**src/hdl/strobe_defs.svh**
```systemverilog
// Function
// - Detect enable set: internal sync pulse derived from sample strobe drives timing logic.
// - Detect enable clear: synchronised strobe level goes straight to timing logic, undelayed.
// - Three-bit delay field at bits 3:1, reset zero, ignored while detection off.
// - Detection on: pulse emitted exactly delay-field master clock periods after detected edge.
// - Polarity select at bit 4, reset zero, no effect while detection off.
// - Detection on, polarity zero: falling strobe edges generate the timing pulse.
// - Detection on, polarity one: rising strobe edges generate the timing pulse.
// - Power-disable field bits 3:0, reset zero, acts only while selective powerdown enabled.
// - While active, a one switches its cell off, a zero leaves it on.
// - Bit 0 red channel, bit 1 green, bit 2 blue, bit 3 converter.
`ifndef STROBE_DEFS_SVH
`define STROBE_DEFS_SVH

// ==================================================================
// Register map (byte addresses)
`define ADDR_W            8
`define CFG_OFFSET        8'h00
`define PWR_OFFSET        8'h04
`define CTRL_OFFSET       8'h08
`define STAT_OFFSET       8'h0c

// ==================================================================
// Field positions
`define CFG_DET_BIT       0
`define CFG_DELAY_LSB     1
`define CFG_DELAY_MSB     3
`define CFG_POL_BIT       4
`define PWR_FIELD_MSB     3
`define CTRL_SELECTIVE_POWERDOWN_ENABLE_BIT    0
`define STAT_LEVEL_BIT    0
`define STAT_PULSE_BIT    1
`define STAT_COUNT_LSB    8
`define STAT_COUNT_MSB    15

// ==================================================================
// Reset values and sizes
`define CFG_DELAY_RESET   3'h0
`define PWR_RESET         4'h0
`define DELAY_STAGES      7
`define CELL_COUNT        4

`endif

```
**src/hdl/strobe_pkg.sv**
```systemverilog
package strobe_pkg;
   // Register selected by an APB address
   typedef enum logic [2:0] {
      SEL_CFG,
      SEL_PWR,
      SEL_CTRL,
      SEL_STAT,
      SEL_NONE
   } reg_sel_type;

   // Delay field value
   typedef logic [2:0] delay_type;
endpackage

```
**src/hdl/strobe_timing_if.sv**
```systemverilog
`timescale 1ns/1ps
// Link between register side and edge/delay engine
interface strobe_timing_if;
   logic                  syncLevel;    // Synchronised strobe level
   logic                  detectEnable; // Edge detection on
   logic                  risingSelect; // 1 rising, 0 falling
   strobe_pkg::delay_type delaySel;     // Delay in master clocks
   logic                  tapPulse;     // Delayed pulse, combinational
   logic                  edgeHit;      // Selected edge seen this cycle

   modport ctrl (output syncLevel, output detectEnable, output risingSelect, output delaySel,
                 input tapPulse, input edgeHit);
   modport det  (input syncLevel, input detectEnable, input risingSelect, input delaySel,
                 output tapPulse, output edgeHit);
endinterface

```
**src/hdl/strobe_edge_delay.sv**
```systemverilog
`timescale 1ns/1ps
`include "strobe_defs.svh"
module strobe_edge_delay
   import strobe_pkg::*;
(
   input  wire logic    ref_clk, // Master clock
   input  wire logic    rst_n,   // Async reset, active low
   strobe_timing_if.det tim      // Configuration in, pulse out
);
   logic                     strobeLast_reg;
   logic [`DELAY_STAGES-1:0] delayLine_reg;
   logic                     edgeNow;

   // ==================================================================
   // Edge detection
   // Previous synchronised level
   always_ff @(posedge ref_clk or negedge rst_n) begin
      if (!rst_n) begin
         strobeLast_reg <= 1'b0;
      end else begin
         strobeLast_reg <= tim.syncLevel;
      end
   end

   // Chosen polarity edge
   assign edgeNow = tim.risingSelect ? (tim.syncLevel & ~strobeLast_reg)
                                     : (~tim.syncLevel & strobeLast_reg);
   assign tim.edgeHit = edgeNow & tim.detectEnable;

   // ==================================================================
   // Delay line, one stage per master clock
   generate
      for (genvar i = 0; i < `DELAY_STAGES; i++) begin : gStage
         always_ff @(posedge ref_clk or negedge rst_n) begin
            if (!rst_n) begin
               delayLine_reg[i] <= 1'b0;
            end else if (!tim.detectEnable) begin
               delayLine_reg[i] <= 1'b0;
            end else if (i == 0) begin
               delayLine_reg[i] <= edgeNow;
            end else begin
               delayLine_reg[i] <= delayLine_reg[(i == 0) ? 0 : i - 1];
            end
         end
      end
   endgenerate

   // Tap selected by delay field
   assign tim.tapPulse = (tim.delaySel == 3'h0) ? tim.edgeHit
                                                : delayLine_reg[3'(tim.delaySel - 3'h1)];
endmodule

```
**src/hdl/strobe_edge_detect_power_cfg.sv**
```systemverilog
`timescale 1ns/1ps
`include "strobe_defs.svh"
module strobe_edge_detect_power_cfg
   import strobe_pkg::*;
(
   input  wire logic                   ref_clk,          // Master clock, 20 MHz
   input  wire logic                   rst_n,            // Async reset, active low
   // APB slave
   input  wire logic [`ADDR_W-1:0]     paddr,            // Byte address
   input  wire logic                   psel,             // Slave select
   input  wire logic                   penable,          // Access phase
   input  wire logic                   pwrite,           // 1 write, 0 read
   input  wire logic [31:0]            pwdata,           // Write data
   output      logic [31:0]            prdata,           // Read data
   output      logic                   pready,           // Transfer done
   output      logic                   pslverr,          // Unmapped address
   // Strobe and timing
   input  wire logic                   sample_strobe_in, // External sample strobe pin
   output      logic                   timingPulse,      // To timing control
   // Power control
   output      logic [`CELL_COUNT-1:0] blockPowerOff     // 0 red, 1 green, 2 blue, 3 converter
);

   // ==================================================================
   // Declarations
   logic                   strobeMeta_reg;
   logic                   strobeSync_reg;
   logic                   cfgDetect_reg;
   delay_type              cfgDelay_reg;
   logic                   cfgPolarity_reg;
   logic [`CELL_COUNT-1:0] pwrDisable_reg;
   logic                   pdEnable_reg;
   logic [7:0]             pulseCount_reg;
   logic [7:0]             pulseCount_next;
   logic                   accessStart;
   logic                   accessDone;
   logic                   writeDone;
   reg_sel_type            startSel;
   reg_sel_type            doneSel;
   logic [31:0]            readValue;

   strobe_timing_if tim ();

   // ==================================================================
   // Address decode
   // Map a byte address to a register
   function automatic reg_sel_type regSelect(input logic [`ADDR_W-1:0] addr);
      reg_sel_type sel;
      sel = SEL_NONE;
      unique case (addr)
         `CFG_OFFSET:  sel = SEL_CFG;
         `PWR_OFFSET:  sel = SEL_PWR;
         `CTRL_OFFSET: sel = SEL_CTRL;
         `STAT_OFFSET: sel = SEL_STAT;
         default:      sel = SEL_NONE;
      endcase
      return sel;
   endfunction

   // ==================================================================
   // Strobe pin synchroniser
   // Two flops before any logic
   always_ff @(posedge ref_clk or negedge rst_n) begin
      if (!rst_n) begin
         strobeMeta_reg <= 1'b0;
         strobeSync_reg <= 1'b0;
      end else begin
         strobeMeta_reg <= sample_strobe_in;
         strobeSync_reg <= strobeMeta_reg;
      end
   end

   // ==================================================================
   // APB handshake
   // One wait state: setup, access, access with pready
   assign accessStart = psel & penable & ~pready;
   assign accessDone  = psel & penable & pready;
   assign writeDone   = accessDone & pwrite;
   assign startSel    = regSelect(paddr);
   assign doneSel     = regSelect(paddr);

   // Ready pulse one cycle after access begins
   always_ff @(posedge ref_clk or negedge rst_n) begin
      if (!rst_n) begin
         pready <= 1'b0;
      end else begin
         pready <= accessStart;
      end
   end

   // Error flagged with ready for unmapped addresses
   always_ff @(posedge ref_clk or negedge rst_n) begin
      if (!rst_n) begin
         pslverr <= 1'b0;
      end else begin
         pslverr <= accessStart && (startSel == SEL_NONE);
      end
   end

   // ==================================================================
   // Read path
   // Read mux, reserved bits as zero
   always_comb begin
      readValue = 32'h0000_0000;
      unique case (startSel)
         SEL_CFG: begin
            readValue[`CFG_DET_BIT]                   = cfgDetect_reg;
            readValue[`CFG_DELAY_MSB:`CFG_DELAY_LSB] = cfgDelay_reg;
            readValue[`CFG_POL_BIT]                   = cfgPolarity_reg;
         end
         SEL_PWR: begin
            readValue[`PWR_FIELD_MSB:0] = pwrDisable_reg;
         end
         SEL_CTRL: begin
            readValue[`CTRL_SELECTIVE_POWERDOWN_ENABLE_BIT] = pdEnable_reg;
         end
         SEL_STAT: begin
            readValue[`STAT_LEVEL_BIT]                  = strobeSync_reg;
            readValue[`STAT_PULSE_BIT]                  = timingPulse;
            readValue[`STAT_COUNT_MSB:`STAT_COUNT_LSB] = pulseCount_reg;
         end
         SEL_NONE: begin
            readValue = 32'h0000_0000;
         end
      endcase
   end

   // Read data captured for the ready cycle
   always_ff @(posedge ref_clk or negedge rst_n) begin
      if (!rst_n) begin
         prdata <= 32'h0000_0000;
      end else if (accessStart && !pwrite) begin
         prdata <= readValue;
      end else if (accessDone) begin
         prdata <= 32'h0000_0000;
      end
   end

   // ==================================================================
   // Strobe configuration register
   // Reserved bits 7:5 are not stored
   always_ff @(posedge ref_clk or negedge rst_n) begin
      if (!rst_n) begin
         cfgDetect_reg   <= 1'b0;
         cfgDelay_reg    <= `CFG_DELAY_RESET;
         cfgPolarity_reg <= 1'b0;
      end else if (writeDone && doneSel == SEL_CFG) begin
         cfgDetect_reg   <= pwdata[`CFG_DET_BIT];
         cfgDelay_reg    <= pwdata[`CFG_DELAY_MSB:`CFG_DELAY_LSB];
         cfgPolarity_reg <= pwdata[`CFG_POL_BIT];
      end
   end

   // ==================================================================
   // Power disable and control registers
   // Per-cell disable field
   always_ff @(posedge ref_clk or negedge rst_n) begin
      if (!rst_n) begin
         pwrDisable_reg <= `PWR_RESET;
      end else if (writeDone && doneSel == SEL_PWR) begin
         pwrDisable_reg <= pwdata[`PWR_FIELD_MSB:0];
      end
   end

   // Selective powerdown enable
   always_ff @(posedge ref_clk or negedge rst_n) begin
      if (!rst_n) begin
         pdEnable_reg <= 1'b0;
      end else if (writeDone && doneSel == SEL_CTRL) begin
         pdEnable_reg <= pwdata[`CTRL_SELECTIVE_POWERDOWN_ENABLE_BIT];
      end
   end

   // ==================================================================
   // Edge and delay engine
   // Drive engine configuration
   assign tim.syncLevel    = strobeSync_reg;
   assign tim.detectEnable = cfgDetect_reg;
   assign tim.risingSelect = cfgPolarity_reg;
   assign tim.delaySel     = cfgDelay_reg;

   strobe_edge_delay engine (
      .ref_clk (ref_clk),
      .rst_n   (rst_n),
      .tim     (tim.det)
   );

   // ==================================================================
   // Timing control output
   // Detect mode takes delayed pulse, else synchronised level
   always_ff @(posedge ref_clk or negedge rst_n) begin
      if (!rst_n) begin
         timingPulse <= 1'b0;
      end else if (cfgDetect_reg) begin
         timingPulse <= tim.tapPulse;
      end else begin
         timingPulse <= strobeSync_reg;
      end
   end

   // Count generated pulses, wraps
   assign pulseCount_next = pulseCount_reg + 8'h01;

   always_ff @(posedge ref_clk or negedge rst_n) begin
      if (!rst_n) begin
         pulseCount_reg <= 8'h00;
      end else if (cfgDetect_reg && tim.tapPulse) begin
         pulseCount_reg <= pulseCount_next;
      end
   end

   // ==================================================================
   // Cell power outputs
   // One gate per cell, field only while enabled
   generate
      for (genvar c = 0; c < `CELL_COUNT; c++) begin : gCell
         always_ff @(posedge ref_clk or negedge rst_n) begin
            if (!rst_n) begin
               blockPowerOff[c] <= 1'b0;
            end else begin
               blockPowerOff[c] <= pdEnable_reg & pwrDisable_reg[c];
            end
         end
      end
   endgenerate
endmodule

```
**config.mk**
```make
export PLATFORM = sky130hd
export DESIGN_NAME = strobe_edge_detect_power_cfg
export DESIGN_NICKNAME = d
export VERILOG_FILES = /design/src/hdl/strobe_pkg.sv /design/src/hdl/strobe_timing_if.sv /design/src/hdl/strobe_edge_delay.sv /design/src/hdl/strobe_edge_detect_power_cfg.sv
export VERILOG_INCLUDE_DIRS = /design/src /design/src/hdl
export SDC_FILE = /design/constraint.sdc
export NUM_CORES = 1
export LEC_CHECK = 0
export ABC_AREA = 0
export BUFFER_PORTS_ARGS = -buffer_cell sky130_fd_sc_hd__buf_2
export CAP_MARGIN = 20
export CORE_MARGIN = 1.5
export CORE_UTILIZATION = 48
export DETAILED_ROUTE_END_ITERATION = 10
export PLACE_DENSITY = 0.83
export SLEW_MARGIN = 10
export SYNTH_ARGS = -nofsm -noshare
export SYNTH_HDL_FRONTEND = slang
export SYNTH_HIERARCHICAL = 1
export SYNTH_SLANG_ARGS = --single-unit
```
**constraint.sdc**
```tcl
create_clock -name ref_clk -period 2.8 [get_ports ref_clk]
set_input_delay 0.28 -clock ref_clk [delete_from_list [all_inputs] [get_ports ref_clk]]
set_output_delay 0.28 -clock ref_clk [all_outputs]
set_load 0.005 [all_outputs]
```
==> flow_metrics.tcl <==
set metrics [dict create \
    path_buf_inv 1 \
    first_pass_iters 4 \
    top_layer_used "met4" \
    fp.dieArea_um2 4920 \
    fmax_ghz 0.436 \
    cp-start-kind "flop" \
    wl_met3_um 155 \
    crit_fanout 6 \
    crit_path_max_incr_delay_ns 0.50 \
    whs_ns 0.0921 \
    cts_root_buf "clkbuf_8" \
    place_congestion 0.848 \
    vias 1372 \
    hp-class "input port to flop" \
    die_h_um 70.1 \
    grt_max_degree 49 \
    insertion_delay_ns 0.30 \
    clock_path_buffers 2 \
    finalClockSkew_ns 0.0114 \
    finalCriticalPeriod_ns 2.29 \
    cap_violations 0 \
    viasPerCell 5.10 \
    rsz0062_at_grt "false" \
    drive_above_1_share 0.309 \
    synth_cells 173 \
    area_growth_pct 13.1 \
    drc 0 \
    ir_worst_vdd_mv 0.398 \
    ys_ff_latch 48 \
    largest_reg_flops 13 \
    crit_chain "inv_1 -> ha_1 -> mux4_2 -> nand2b_1 -> a31o_1 -> nand3_1 -> nor4_1 -> xor2_1" \
    place_hpwl_um 2820 \
    grt_pass1_vias 1323 \
    synth.largest_area_cell "dfrtp_1" \
    synth.top_cell.area_share 0.555 \
    antenna_found_initial 0 \
    core-area_um2 4350 \
    worstSetupPathType "flop to flop" \
    wl_met2_um 1880 \
    powerDensity_nw_per_um2 474 \
    cts_tree "built" \
    fill_cells 370 \
    p_leak_nw 1.26 \
    drtAntennaViolNets 0 \
    setup_viol 0 \
    grt_usage 0.172 \
    status "finished clean" \
    seq_area_frac_synth 0.555 \
    rows 24 \
    drt_wl_total_um 3800 \
    cts_setup_buffers 0 \
    worstPathRequired_ns 3.03 \
    wl_per_cell_um 14.1 \
    period_share 0.819 \
    ios 85 \
    wl_met1_um 1720 \
    critPathCaptureType "flop" \
    slowest_stage "dfrtp_1" \
    cts_buffers 5 \
    cts_num_sinks 48 \
    dieWidth_um 70.1 \
    synth.area.top_cells "dfrtp_1, buf_4, mux2_2" \
    synth_area_um2 2160 \
    clk_pin_slew_worst_paths_ns 0.09 \
    fin_setup_tns_ns 0 \
    path_delay_family "simple AND/OR/NAND/NOR gates" \
    crit_arrival_ns 2.52 \
    grt_overflow 0 \
    slew_violations 0 \
    io_buffers 38 \
    nets 265 \
    utilization 0.562 \
    grt_first_pass_wirelength_um 6510 \
    cts_resized 0 \
    ys_types 39 \
    finalHoldViolCount 0 \
    ys_warn_count 6 \
    syn_area_per_cell_um2 12.5 \
    h-tree-depth 2 \
    initial_core_util 0.497 \
    drt_iter0_markers 91 \
    diodes 0 \
]
==> layout make-up <==
class	count	area, um^2	share of cell area
repair buffers	40	220	0.0900
well taps	52	65.1	0.0266
clock buffers	5	68.8	0.0281
multi-input cells	113	843	0.345
flip-flops and latches	48	1200	0.491
clock inverters	3	18.8	0.00767
inverters	8	30.0	0.0123
==> synthesized netlist by cell type (all sizes together) <==
| cell type | n |
|---|---|
| dfrtp | 48 |
| buf | 21 |
| mux2 | 13 |
| and2 | 11 |
| a22o | 8 |
| inv | 8 |
| nor2 | 6 |
| nand2 | 5 |
| o2bb2ai | 5 |
| xnor2 | 5 |
| nand3 | 4 |
| nand4 | 4 |
| ha | 3 |
| nor2b | 3 |
| xor2 | 3 |
| a211oi | 2 |
| and4 | 2 |
| mux2i | 2 |
| mux4 | 2 |
| nand2b | 2 |
| nor4 | 2 |
| or2 | 2 |
| a21o | 1 |
| a21oi | 1 |
| a221o | 1 |
| a22oi | 1 |
| a31o | 1 |
| clkbuf | 1 |
| conb | 1 |
| nand3b | 1 |
| nor3 | 1 |
| nor4bb | 1 |
| o21ai | 1 |
| or3b | 1 |
==> final timing paths <==
path / start / endpoint / slack, ns / cells after the start
min reg2reg: strobeMeta_reg / strobeSync_reg / 0.35 / 0
min: sample_strobe_in / strobeMeta_reg / 0.09 / 1
max reg2reg: cfgDelay_reg[0] / pulseCount_reg[7] / 0.51 / 8
max in group asynchronous: rst_n / prdata[2] / 1.93 / 3
max: cfgDelay_reg[0] / pulseCount_reg[7] / 0.51 / 8
min in group asynchronous: rst_n / pslverr / 0.38 / 2
==> cells by family (layout without fill, tap and decap cells) <==
kind of cell	count (synthesis)	count (layout)	synth area share
other	1	19	0.00173
muxes	17	17	0.0995
AOI/OAI and AO/OA	21	21	0.0798
and+or+nand+nor	45	45	0.128
buffers and inverters	30	56	0.0862
xor gates and xnor gates	8	8	0.0324
adders and majority gates	3	3	0.0174
DFF	48	48	0.555
==> stage by stage <==
stage	area, um^2	cells	total power, mW	worst slack [ns]
after global routing	2450	269	1.21	0.299
after floorplan	2230	191	0.758	0.805
after global placement	2330	259	0.774	0.593
after detailed placement	2330	259	0.775	0.505
final	2450	269	1.16	0.507
after CTS	2420	267	1.17	0.476
==> repair_timing <==
item | 4_1_cts | 5_1_grt
hold buffers | 0 | 1
setup endpoints to repair | 0 | 0
hold endpoints to repair | 0 | 11
==> metal layers <==
metal  up-vias  GRT usage
met2        36      0.277
li1        655          -
met3         5     0.0390
met5         -          0
met1       676      0.230
met4         0     0.0598
==> cells in the final DEF, fill, tap and decap left out, drive strengths merged, types with 2 or more instances in the layout <==
cell	instances
dfrtp	48
buf	39
conb	19
mux2	13
and2	11
inv	8
a22o	8
nor2	6
nand2	5
xnor2	5
o2bb2ai	5
clkbuf	5
nand4	4
nand3	4
nor2b	3
xor2	3
ha	3
clkinv	3
a211oi	2
mux2i	2
or2	2
mux4	2
nand2b	2
nor4	2
and4	2
==> worst register-to-register path: cells and delay by family (launching register included) <==
kind                       cells  cell delay (ns)
adders and majority gates      1             0.35
and+or+nand+nor                3             0.63
xor gates and xnor gates       1             0.18
buffers and inverters          1             0.11
DFF                            1             0.50
AOI/OAI and AO/OA              1             0.22
muxes                          1             0.24
==> power by group <==
part           leakage, nW  switching (mW)  total, mW  internal [mW]
registers            0.660         0.00399      0.702          0.698
logic                0.552          0.0402     0.0634         0.0232
clock network       0.0479           0.221      0.396          0.174
No activity file was read; power rests on OpenSTA's default activity.
